### config.mk
export PLATFORM = sky130hd
export DESIGN_NAME = rofd_relay_out
export DESIGN_NICKNAME = d
export VERILOG_FILES = /design/src/hw/rofd_pkg.sv /design/src/hw/rofd_relay_out.sv /design/src/hw/rofd_relay_sel.sv
export VERILOG_INCLUDE_DIRS = /design/src /design/src/hw
export SDC_FILE = /design/constraint.sdc
export NUM_CORES = 1
export LEC_CHECK = 0
export ABC_AREA = 1
export ABC_CLOCK_PERIOD_IN_PS = 3900
export BUFFER_PORTS_ARGS = -buffer_cell sky130_fd_sc_hd__buf_2
export CAP_MARGIN = 0
export CORE_ASPECT_RATIO = 1.4
export CORE_MARGIN = 10
export CORE_UTILIZATION = 45
export CTS_BUF_LIST = sky130_fd_sc_hd__clkbuf_2 sky130_fd_sc_hd__clkbuf_4 sky130_fd_sc_hd__clkbuf_8
export DETAILED_ROUTE_END_ITERATION = 8
export PLACE_DENSITY = 0.7
export SLEW_MARGIN = 5
export SYNTH_ARGS = -nofsm -noshare
export SYNTH_HDL_FRONTEND = slang
export SYNTH_SLANG_ARGS = --single-unit
### constraint.sdc
create_clock -name clk -period 3.9 [get_ports clk]
set_input_delay 0.78 -clock clk [delete_from_list [all_inputs] [get_ports clk]]
set_output_delay 0.78 -clock clk [all_outputs]
set_load 0.005 [all_outputs]
### src/hw/rofd_regs.svh
`ifndef ROFD_REGS_SVH
`define ROFD_REGS_SVH
`define ROFD_FN_NONE        6'h00
`define ROFD_FN_FREQ_REACH  6'h01
`define ROFD_FN_SET_MATCH   6'h02
`define ROFD_FN_OUT_MATCH   6'h03
`define ROFD_FN_RUN         6'h0E
`define ROFD_FN_TRIP        6'h1D
`define ROFD_FN_MAX         6'h2D
`define ROFD_R1_RST_FN      6'h1D
`define ROFD_R2_RST_FN      6'h0E
`define ROFD_DET_FREQ_RST   16'h0BB8
`define ROFD_DET_BAND_RST   16'h03E8
`define ROFD_HALF_SHIFT     4'h1
`define ROFD_RELAY_RST      2'h0
`endif

### src/hw/rofd_pkg.sv
package rofd_pkg;
  typedef logic [5:0]  rofd_fn_t;
  typedef logic [15:0] rofd_freq_t;
  typedef struct packed {
    logic run_active;
    logic trip_active;
  } rofd_status_s;
  typedef struct packed {
    logic [1:0] relay_r;
  } rofd_state_s;
endpackage

### src/hw/rofd_relay_out.sv
`timescale 1ns/1ns
`include "rofd_regs.svh"
// Summary of operation
// - Relay 1 follows a selectable function 0 to 45, trip code 29 after reset.
// - Relay 2 follows its own selectable function 0 to 45, run code 14 after reset.
// - A two-bit monitor shows the on or off state of both relays.
// - Detection modes share one detection frequency and one detection band.
// - Code 1 asserts while set minus output frequency magnitude is below half band.
// - Code 2 needs set frequency near detection frequency and the code 1 condition.
// - Code 3 asserts while output minus detection frequency magnitude is below half band.
module rofd_relay_out
  import rofd_pkg::*;
(
  // Clock and reset.
  input  wire logic         clk,
  input  wire logic         rstn,
  // Configuration; loaded when cfg_load is high.
  input  wire logic         cfg_load,
  input  wire rofd_fn_t     relay1_function_select,
  input  wire rofd_fn_t     relay2_function_select,
  input  wire rofd_freq_t   detect_frequency,
  input  wire rofd_freq_t   detect_band,
  // Drive state in 0.01 Hz units.
  input  wire rofd_freq_t   set_freq,
  input  wire rofd_freq_t   out_freq,
  input  wire rofd_status_s status,
  // Relays and monitor.
  output logic              relay1_on,
  output logic              relay2_on,
  output logic [1:0]        relay_state_monitor
);
  typedef struct packed {
    rofd_fn_t   fn1;
    rofd_fn_t   fn2;
    rofd_freq_t det_freq;
    rofd_freq_t det_band;
    logic [1:0] relay;
  } rofd_regs_s;

  rofd_regs_s st_r;
  rofd_regs_s st_nxt;
  logic       reach_hit;
  logic       set_hit;
  logic       out_hit;
  logic       dem1;
  logic       dem2;
  rofd_freq_t half_band;

  // Half the band is a right shift, so an odd band rounds down.
  function automatic logic near_hit(input rofd_freq_t a, input rofd_freq_t b,
                                    input rofd_freq_t band);
    rofd_freq_t diff;
    diff = (a > b) ? rofd_freq_t'(a - b) : rofd_freq_t'(b - a);
    near_hit = diff < (band >> `ROFD_HALF_SHIFT);
  endfunction

  // Codes above the range are refused so a bad load cannot select an unknown function.
  function automatic logic fn_legal(input rofd_fn_t fn);
    fn_legal = (fn <= `ROFD_FN_MAX);
  endfunction

  assign reach_hit = near_hit(set_freq, out_freq, st_r.det_band);
  assign set_hit   = near_hit(set_freq, st_r.det_freq, st_r.det_band);
  assign out_hit   = near_hit(out_freq, st_r.det_freq, st_r.det_band);
  assign half_band = st_r.det_band >> `ROFD_HALF_SHIFT;

  // Both relays see the same detection results and each picks by its own code.
  rofd_relay_sel u_sel1 (
    .fn_sel    (st_r.fn1),
    .reach_hit (reach_hit),
    .set_hit   (set_hit),
    .out_hit   (out_hit),
    .status    (status),
    .relay_on  (dem1)
  );

  rofd_relay_sel u_sel2 (
    .fn_sel    (st_r.fn2),
    .reach_hit (reach_hit),
    .set_hit   (set_hit),
    .out_hit   (out_hit),
    .status    (status),
    .relay_on  (dem2)
  );

  // Out-of-range function codes are refused and the previous selection is kept.
  always_comb
  begin
    st_nxt = st_r;
    if (cfg_load)
    begin
      if (fn_legal(relay1_function_select))
      begin
        st_nxt.fn1 = relay1_function_select;
      end
      if (fn_legal(relay2_function_select))
      begin
        st_nxt.fn2 = relay2_function_select;
      end
      st_nxt.det_freq = detect_frequency;
      st_nxt.det_band = detect_band;
    end
    st_nxt.relay = {dem2, dem1};
  end

  always_ff @(posedge clk or negedge rstn)
  begin
    if (!rstn)
    begin
      st_r.fn1      <= `ROFD_R1_RST_FN;
      st_r.fn2      <= `ROFD_R2_RST_FN;
      st_r.det_freq <= `ROFD_DET_FREQ_RST;
      st_r.det_band <= `ROFD_DET_BAND_RST;
      st_r.relay    <= `ROFD_RELAY_RST;
    end
    else
    begin
      st_r <= st_nxt;
    end
  end

  assign relay1_on           = st_r.relay[0];
  assign relay2_on           = st_r.relay[1];
  assign relay_state_monitor = st_r.relay;
endmodule

### src/hw/rofd_relay_sel.sv
`timescale 1ns/1ns
`include "rofd_regs.svh"
module rofd_relay_sel
  import rofd_pkg::*;
(
  // Function select and detect results.
  input  wire rofd_fn_t     fn_sel,
  input  wire logic         reach_hit,
  input  wire logic         set_hit,
  input  wire logic         out_hit,
  input  wire rofd_status_s status,
  // Relay demand.
  output logic              relay_on
);
  always_comb
  begin
    case (fn_sel)
      `ROFD_FN_FREQ_REACH: relay_on = reach_hit;
      `ROFD_FN_SET_MATCH:  relay_on = set_hit & reach_hit;
      `ROFD_FN_OUT_MATCH:  relay_on = out_hit;
      `ROFD_FN_RUN:        relay_on = status.run_active;
      `ROFD_FN_TRIP:       relay_on = status.trip_active;
      default:             relay_on = 1'b0;
    endcase
  end
endmodule

Word level (Yosys, flattened, before mapping):

Cells that the tools add are included.

* flip-flop bits (word level): 46
* input port bits: 81
* output and inout port bits: 4
* logic and storage cells: 37

* $lt $le $gt $ge: 8
* eq/ne operators: 10
* bitwise gates (word level): 1
* muxes and demuxes: 5
* $add $sub $neg: 6
* reductions and logical operators: 2

Operators by type and width (number)
* $sub A16 B16 Y16: 6
* $gt A16 B16 Y1: 3
* $lt A16 B15 Y1: 3
* $mux W16: 3
* $eq A6 B2 Y1 const B: 4
* $eq A6 B1 Y1 const B: 2
* $eq A6 B4 Y1 const B: 2
* $eq A6 B5 Y1 const B: 2
* $le A6 B6 Y1 const B: 2
* $pmux W1 S5: 2
* $reduce_and A2 Y1: 2
* $and A1 B1 Y1: 1

Depth between registers and ports, before layout:

Gate-level depths: netlist (run 1).

* depth in word-level cells: 5
* gate-level depth with buffers: 31
* depth with buffers taken out: 31

Hierarchy:

From an unflattened synthesis (run 1), not the netlist that was laid out.

* cell total of the unflattened synthesis: 1326
* area total of the unflattened synthesis: 8135.3 um^2

By module, submodules not included
* rofd_relay_out: area an instance 7940.1 um^2, cells each 1276, sequential area each 1151.1 um^2, instances 1
* rofd_relay_sel: area an instance 97.6 um^2, cells each 25, sequential area each 0.0 um^2, instances 2

Worst setup path before layout (run 1):

OpenSTA, ideal clock, no wires.

* path type: input to register
* start point: input port out_freq[0]
* end point: register st_r, in the netlist relay_state_monitor[0]
* library setup time: 0.119 ns
* path buffers: 1
* data required time: 3.781 ns
* data arrival time: 3.518 ns
* stages on the path: 28
* path slack: 0.264 ns
* path through: inv_1 ha_1 inv_1 fa_1 nand3_1 nand2_1 nand2_1 nand2_1 nand2_1 nand2_1 nand2_2 buf_2 nand2_1 nand2_1 xor2_1 inv_1 ha_1 nand2_1 o21ai_0 a21oi_1 o21ai_0 nand2_1 nand2_1 nand2_1 nand3b_1 nor2_1 nor2_1 nand2_1

* word-level cells in the longest chain between the ends: 5
* elaborated cells between the ends (all ways): 12
* those cells by class: add/sub (4); order compare (4); mux (3); bitwise (1)

Ends and longest elaborated chain
* start, declared: line rofd_relay_out.sv:25 `input wire rofd_freq_t out_freq,`
* $sub A16 B16 Y16 / $gt A16 B16 Y1 (equally long branches): line rofd_relay_out.sv:53 `diff = (a > b) ? rofd_freq_t'(a - b) : rofd_freq_t'(b - a);`
* $mux W16: line rofd_relay_out.sv:53
* $lt A16 B15 Y1: line rofd_relay_out.sv:54 `` near_hit = diff < (band >> `ROFD_HALF_SHIFT); ``
* $and A1 B1 Y1: line rofd_relay_sel.sv:19 `` `ROFD_FN_SET_MATCH: relay_on = set_hit & reach_hit; ``
* $pmux W1 S5 (*): line rofd_relay_sel.sv:17 `case (fn_sel)`
* named net dem1: line rofd_relay_out.sv:45 `logic dem1;`
* end signal, assigned: line rofd_relay_out.sv:118 `st_r <= st_nxt;`
* end, declared: line rofd_relay_out.sv:40 `rofd_regs_s st_r;`

Mark *: on every way through the listed nets, which the timed path passes. The rest lies on a longest branch.
A chain may end at the register's enable or synchronous reset.

Worst setup path after layout (run 1):

* start point: input port set_freq[9]
* end point: register st_r, in the netlist relay_state_monitor[1]

* word-level cells in the longest chain between the ends: 5
* elaborated cells between the ends (all ways): 12
* those cells by class: add/sub (4); order compare (4); mux (3); bitwise (1)

Ends and longest elaborated chain
* start, declared: line rofd_relay_out.sv:24 `input wire rofd_freq_t set_freq,`
* $sub A16 B16 Y16 / $gt A16 B16 Y1 (equally long branches): line rofd_relay_out.sv:53
* $mux W16: line rofd_relay_out.sv:53
* $lt A16 B15 Y1: line rofd_relay_out.sv:54
* $and A1 B1 Y1: line rofd_relay_sel.sv:19
* $pmux W1 S5 (*): line rofd_relay_sel.sv:17
* named net dem2: line rofd_relay_out.sv:46 `logic dem2;`

Marked as above.

==> flow_summary.ini, run 1 <==
[worst_setup_path]
critPathMaxFanout = 5
critPathLaunchType = input pin
worst-path-buf-inv = 3
worstSetupEndpointType = flop
critPathKind = input pin to flop
worstPathArrival_ns = 4.06
r2r_slack_ns = 0.26
crit_family = compound AO/OA/AOI/OAI gates
cpPeakStageDelay_ns = 0.29
path_cells = buf_2 > inv_1 > ha_1 > a21oi_1 > o21ai_0 > a21oi_1 > nand2_2 > nand2_4 > mux2i_1 > xor2_1 > inv_1 > ha_4 > a21oi_2 > o21ai_2 > a21o_1 > a21oi_2 > o21a_1 > nor2_1 > nor2_2 > nand3_1 > nand2_1
required_ns = 4.16
slowest_stage = ha_1

[floorplanning]
start_util_pct = 45.42
core_area_sq_um = 17260
die_y_um = 176.2
dieWidth_um = 131.5
fp.dieArea_sq_um = 23170
pin_count = 85
core.rowCount = 57

[clocking]
clock_latency_ns = 0.32
cts_buffers = 5
clk_pin_slew_ns = 0.09
clock_sinks = 45
max-clock-path-buffers = 2
root_buffer = clkbuf_8
h-tree-depth = 2
cts_tree = done

[global_routing]
grt_overflow_total = 0
grt_pass1_wl_um = 44610
grt_usage_pct = 23.70
antenna_found_initial = 0
grt_max_degree = 46
grt_pass1_vias = 9279

[power_and_ir_drop]
p_leak_nw = 6.074
power-per-cell-area_nw_per_um2 = 306.4
p_total_mw = 3.357
irDropWorstVdd_uv = 189.3

[synth]
synth_flop_cell = dfrtp_1
netlist.top_cell.by_area = ha_1
ys.warnings.count = 0
async_reset_ff_share_pct = 100.0
syn-cell-area_sq_um = 7839
syn_inst = 1210
synth-seq-cells = 45
synth_area_leaders = ha_1 (22%), nand2_1 (15%), inv_1 (10%), dfrtp_1 (8.0%), dfstp_2 (6.7%)
synth_top_area_share_pct = 21.55
synth_nets = 1432
syn_avg_cell_area_sq_um = 6.478
seq_area_frac_synth_pct = 14.68
ys_types = 52
synth_edf_count = 0

[detailed_routing]
drtAntennaViolNets = 0
wire_per_inst_um = 16.68
vias = 9143
drtPass1Iterations = 6
finalWirelength_um = 29370
drtIter0Drc = 512
vias_per_cell = 5.192
drc = 0

[placement]
gp_congestion = 1.035
io_buffers = 83
dp_hpwl_um = 24700
preCtsSetupSlack_ns = -0.4118

[flow_run]
maxCapViolations = 0

[sta]
slew_viol_final = 0
postLayoutSetupSlackWorst_ns = 0.1023
setup_viol = 0
finClkSkew_ns = 0.01128
worstMarginPinSlew_ns = 1.029
hold_viol_final = 0
finalSetupTns_ns = 0
fmax_ghz = 0.2633
fin_crit_ns = 3.798
finalCritPeriodShare_pct = 97.38
slew_headroom_pct = 31.42

[cells_and_area]
syn_to_final_growth_pct = 39.78
finalCoreUtilization_pct = 63.48
diodes = 0
drive_gt1_share_pct = 31.87
n_fill_cell = 1644
fin_nets = 1746

[outcome]
run_status = finished clean

[min_path]
hp-class = flop to flop
-- power breakdown --
part           internal (mW)  switching [mW]  total, mW
Sequential             0.529          0.0372      0.566
Clock                  0.200           0.180      0.380
Combinational           1.07            1.34       2.41
-- layer usage --
layer	vias up	GRT usage, %	share of wire (%)
li1	4545	-	-
met1	4229	24.90	38
met2	264	45.31	52
met3	105	1.251	3.9
met4	0	14.68	6.0
met5	-	0	0
-- logic make-up after synthesis --
kind of cell	after synthesis	synth area share [%]
AOI/OAI and AO/OA	250	18.71
xor gates and xnor gates	46	5.140
DFF	45	14.68
muxes	7	0.9736
and+or+nand+nor	484	25.51
adders and majority gates	141	23.08
buffers and inverters	237	11.91
-- through the flow --
stage / std cells / hold slack (ns) / area [sq um]
after detailed placement: 1741 / 0.5074 / 10170
after CTS: 1752 / 0.5227 / 10330
final: 1761 / 0.5220 / 10960
after floorplan: 1210 / 0.4753 / 7839
after global placement: 1741 / 0.4955 / 10170
after global routing: 1761 / 0.5521 / 10960
-- final timing paths --
path,from,endpoint,cells past startpoint
max,set_freq[9],relay_state_monitor[1],21
min,st_r[43],st_r[43],2
max reg2reg,st_r[29],relay_state_monitor[1],20
min reg2reg,st_r[43],st_r[43],2
max in group asynchronous,rstn,st_r[32],1
min in group asynchronous,rstn,st_r[18],1
-- flip-flops by register name, indices dropped and copies added (netlist names) --
name                 count
relay_state_monitor      2
half_band               15
st_r                    28
-- final cells by class --
| type | count | area [sq um] | area share [%] |
|---|---|---|---|
| clock buffers | 6 | 76.32 | 0.6966 |
| clock inverters | 2 | 38.79 | 0.3540 |
| inverters | 219 | 837.1 | 7.640 |
| multi-input cells | 929 | 6274 | 57.26 |
| flip-flops and latches | 45 | 1151 | 10.51 |
| well taps | 236 | 295.3 | 2.695 |
| repair buffers | 324 | 2285 | 20.85 |
-- layout by cell type (no fill, tap or decap), types with 25 or more instances in the layout --
master and n:
nand2_1 309, buf_4 233, inv_1 199, ha_1 112
a21oi_1 85, buf_2 81, nor2_1 64, o21ai_0 60
nand3_1 44, xor2_1 33, dfrtp_1 25
-- synth_stat cells, types with 5 or more instances --
master,number
nor3_1,10
clkbuf_1,7
o21ai_1,12
inv_2,7
fa_1,6
nand2_2,11
nand2_1,321
nand4_1,7
mux2_2,5
dfstp_2,20
xor2_1,34
dfrtp_1,25
o21ai_2,7
o21ai_0,76
xnor2_1,12
nand3_1,50
a21o_1,12
inv_1,210
a21oi_1,93
ha_1,135
nor2_1,70
o211ai_1,7
o21bai_1,8
a211oi_1,5
-- worst reg2reg max path, stage by stage (launching register included) --
cell	delay [ns]
dfstp_2	0.56
inv_1	0.07
ha_1	0.20
a21oi_1	0.22
o21ai_0	0.20
a21oi_1	0.26
nand2_2	0.10
nand2_4	0.14
mux2i_1	0.22
xor2_1	0.20
inv_1	0.10
ha_4	0.23
a21oi_2	0.14
o21ai_2	0.07
a21o_1	0.16
a21oi_2	0.11
o21a_1	0.16
nor2_1	0.06
nor2_2	0.20
nand3_1	0.11
nand2_1	0.07
-- timing repair --
action / in CTS / in global routing
hold buffers: 0 / 0
gates cloned: 1 / 1
pin swaps: 2 / 60
endpoints found under the setup margin: 2 / 2
buffers inserted: 2 / 10
gates resized for setup: 10 / 122
Note: power is estimated with default switching activity, not from simulation.
==> run 2: changes to the inputs <==
--- a/config.mk
+++ b/config.mk
@@ -12,10 +12,11 @@
 export CAP_MARGIN = 0
 export CORE_ASPECT_RATIO = 1.4
 export CORE_MARGIN = 10
-export CORE_UTILIZATION = 45
+export CORE_UTILIZATION = 33
 export CTS_BUF_LIST = sky130_fd_sc_hd__clkbuf_2 sky130_fd_sc_hd__clkbuf_4 sky130_fd_sc_hd__clkbuf_8
 export DETAILED_ROUTE_END_ITERATION = 8
-export PLACE_DENSITY = 0.7
+export PLACE_DENSITY = 0.56
+export REMOVE_ABC_BUFFERS = 1
 export SLEW_MARGIN = 5
 export SYNTH_ARGS = -nofsm -noshare
 export SYNTH_HDL_FRONTEND = slang
==> run 2 against run 1 <==
  * Sequential share of layout area is 0.18 points lower
  * Clock power is 14% lower
  * Sequential cell count stayed put
==> flow_summary.ini, run 2 (same netlist as run 1, synthesis figures left out) <==
[global_routing]
met1_usage_pct = 21.63
busiest_layer = met2
antenna_found_initial = 0
grt_max_degree = 33
grt_pass1_wl_um = 46760
use_met2_pct = 36.46
grt_pass1_vias = 9261
grt_overflow_total = 0
grt.met3_usage_pct = 2.079
grt_usage_pct = 19.70

[worst_setup_path]
rr_worst_depth = 26
path_depth = 24
critPathLaunchType = input pin
path_cells = buf_2 > inv_1 > ha_1 > nand2_1 > nor2_1 > nand3_1 > nand2_4 > buf_6 > nand3_4 > o21ai_4 > buf_6 > o211ai_2 > xnor2_1 > buf_4 > inv_4 > ha_4 > nand2_4 > nor2_4 > a211oi_2 > o211ai_2 > inv_2 > and2_4 > nand3_2 > nand2_1
cpPeakStageDelay_ns = 0.32
critPathMaxFanout = 7
slowest_stage = ha_1
worstPathArrival_ns = 4.12
worstSetupEndpointType = flop
worst-path-buf-inv = 7
required_ns = 4.19
crit_family = simple AND/OR/NAND/NOR gates
critPathKind = input pin to flop

[clocking]
h-tree-depth = 2
cts_tree = done
clock_sinks = 45
max-clock-path-buffers = 2
cts_buffers = 5
clock_latency_ns = 0.34
clk_pin_slew_ns = 0.10
root_buffer = clkbuf_8

[cells_and_area]
largest_register = st_r
diodes = 0
largest_reg_flops = 28
final_common_cell = nand2_1
fin_nets = 1755
n_fill_cell = 2467
drive_gt1_share_pct = 32.53
finalCoreUtilization_pct = 47.87
syn_to_final_growth_pct = 42.20
mostFrequentLayoutCells = nand2_1 (305), buf_4 (243), inv_1 (202), ha_1 (116), a21oi_1 (82)

[placement]
gp_congestion = 0.9444
io_buffers = 83
dp_hpwl_um = 26220
preCtsSetupSlack_ns = -0.4505

[sta]
worstMarginPinSlew_ns = 0.6230
postLayoutSetupSlackWorst_ns = 0.06791
finClkSkew_ns = 0.009979
fin_crit_ns = 3.832
slew_viol_final = 0
slew_headroom_pct = 58.47
finalCritPeriodShare_pct = 98.26
fmax_ghz = 0.2610
setup_viol = 0
hold_viol_final = 0

[power_and_ir_drop]
switching_share_pct = 47.68
irDropWorstVdd_uv = 221.1
switchingPower_mw = 1.585
p_int_mw = 1.738
p_seq_share_pct = 17.1
power_frac_clock_pct = 9.9
p_leak_nw = 6.122
p_total_mw = 3.323
power-per-cell-area_nw_per_um2 = 298.1
pwr-share-comb_pct = 73.0

[min_path]
hp-class = input pin to async pin

[detailed_routing]
vias_per_cell = 4.884
drtAntennaViolNets = 0
vias = 8987
finalWirelength_um = 30490
drc = 0
drtIter0Drc = 443
wire_per_inst_um = 16.57
drtPass1Iterations = 5

[floorplanning]
die_y_um = 202.4
dieWidth_um = 150.3
pin_count = 85
start_util_pct = 33.66
core_area_sq_um = 23290
fp.dieArea_sq_um = 30410
core.rowCount = 66

[flow_run]
maxCapViolations = 0

[outcome]
run_status = finished clean
-- run 2: cell count changes in the layout (fill, tap and decap cells not counted), sizes merged --
cell,change
buf,+11
bufinv,-1
clkbuf,-2
clkinv,+2
inv,-1
-- run 2: metrics by stage --
step           instances  setup TNS, ns  hold WS [ns]  area [sq um]
2_1_floorplan       1192              0        0.4753          7731
3_3_place_gp        1825        -0.7517        0.4942         10390
3_5_place_dp        1825        -0.8999        0.5001         10390
4_1_cts             1833              0        0.4447         10490
5_1_grt             1840        -0.1132        0.4660         11150
6_report            1840              0        0.4374         11150
-- run 2: final cells by class --
class	count	area [sq um]	share of cell area, %
repair buffers	333	2352	21.10
clock buffers	6	76.32	0.6847
clock inverters	2	10.01	0.08980
inverters	219	838.3	7.521
multi-input cells	929	6336	56.84
well taps	306	382.9	3.435
flip-flops and latches	45	1151	10.33
-- run 2: worst reg2reg max path: cells and delay by family (launching register included) --
family | cells | cell delay, ns
fa+ha+maj | 2 | 0.51
compound gates | 5 | 0.79
simple gates | 14 | 1.17
buf+inv | 4 | 0.39
flops | 1 | 0.60
xor+xnor | 1 | 0.15
-- run 2: final timing paths --
path | endpoint | from | slack, ns
max | relay_state_monitor[1] | set_freq[1] | 0.07
min | st_r[38] | rstn | 0.44
max reg2reg | relay_state_monitor[1] | st_r[29] | 0.23
min reg2reg | st_r[40] | st_r[40] | 0.51
max in group asynchronous | st_r[27] | rstn | 2.65
min in group clk | st_r[40] | st_r[40] | 0.51
-- run 2: what timing repair did --
item,4_1_cts,5_1_grt
gates resized for setup,4,131
gates cloned,0,1
hold buffers,0,0
endpoints found under the hold margin,0,0
endpoints found under the setup margin,2,2
setup buffers,0,6
pin swaps,0,44
-- run 2: power by group through the flow --
stage                     Sequential [mW]  Combinational [mW]  Clock [mW]
final                               0.570                2.43       0.328
after global routing                0.576                2.69       0.362
after CTS                           0.566                2.19       0.342
after detailed placement            0.574                2.16           0
after global placement              0.573                2.13           0
after floorplan                     0.562                1.21           0
-- run 2: metal layers --
| metal | vias up | part of all wire (%) |
|---|---|---|
| li1 | 4566 | - |
| met1 | 4139 | 40 |
| met2 | 210 | 52 |
| met3 | 72 | 3.1 |
| met4 | 0 | 4.8 |
| met5 | - | 0 |
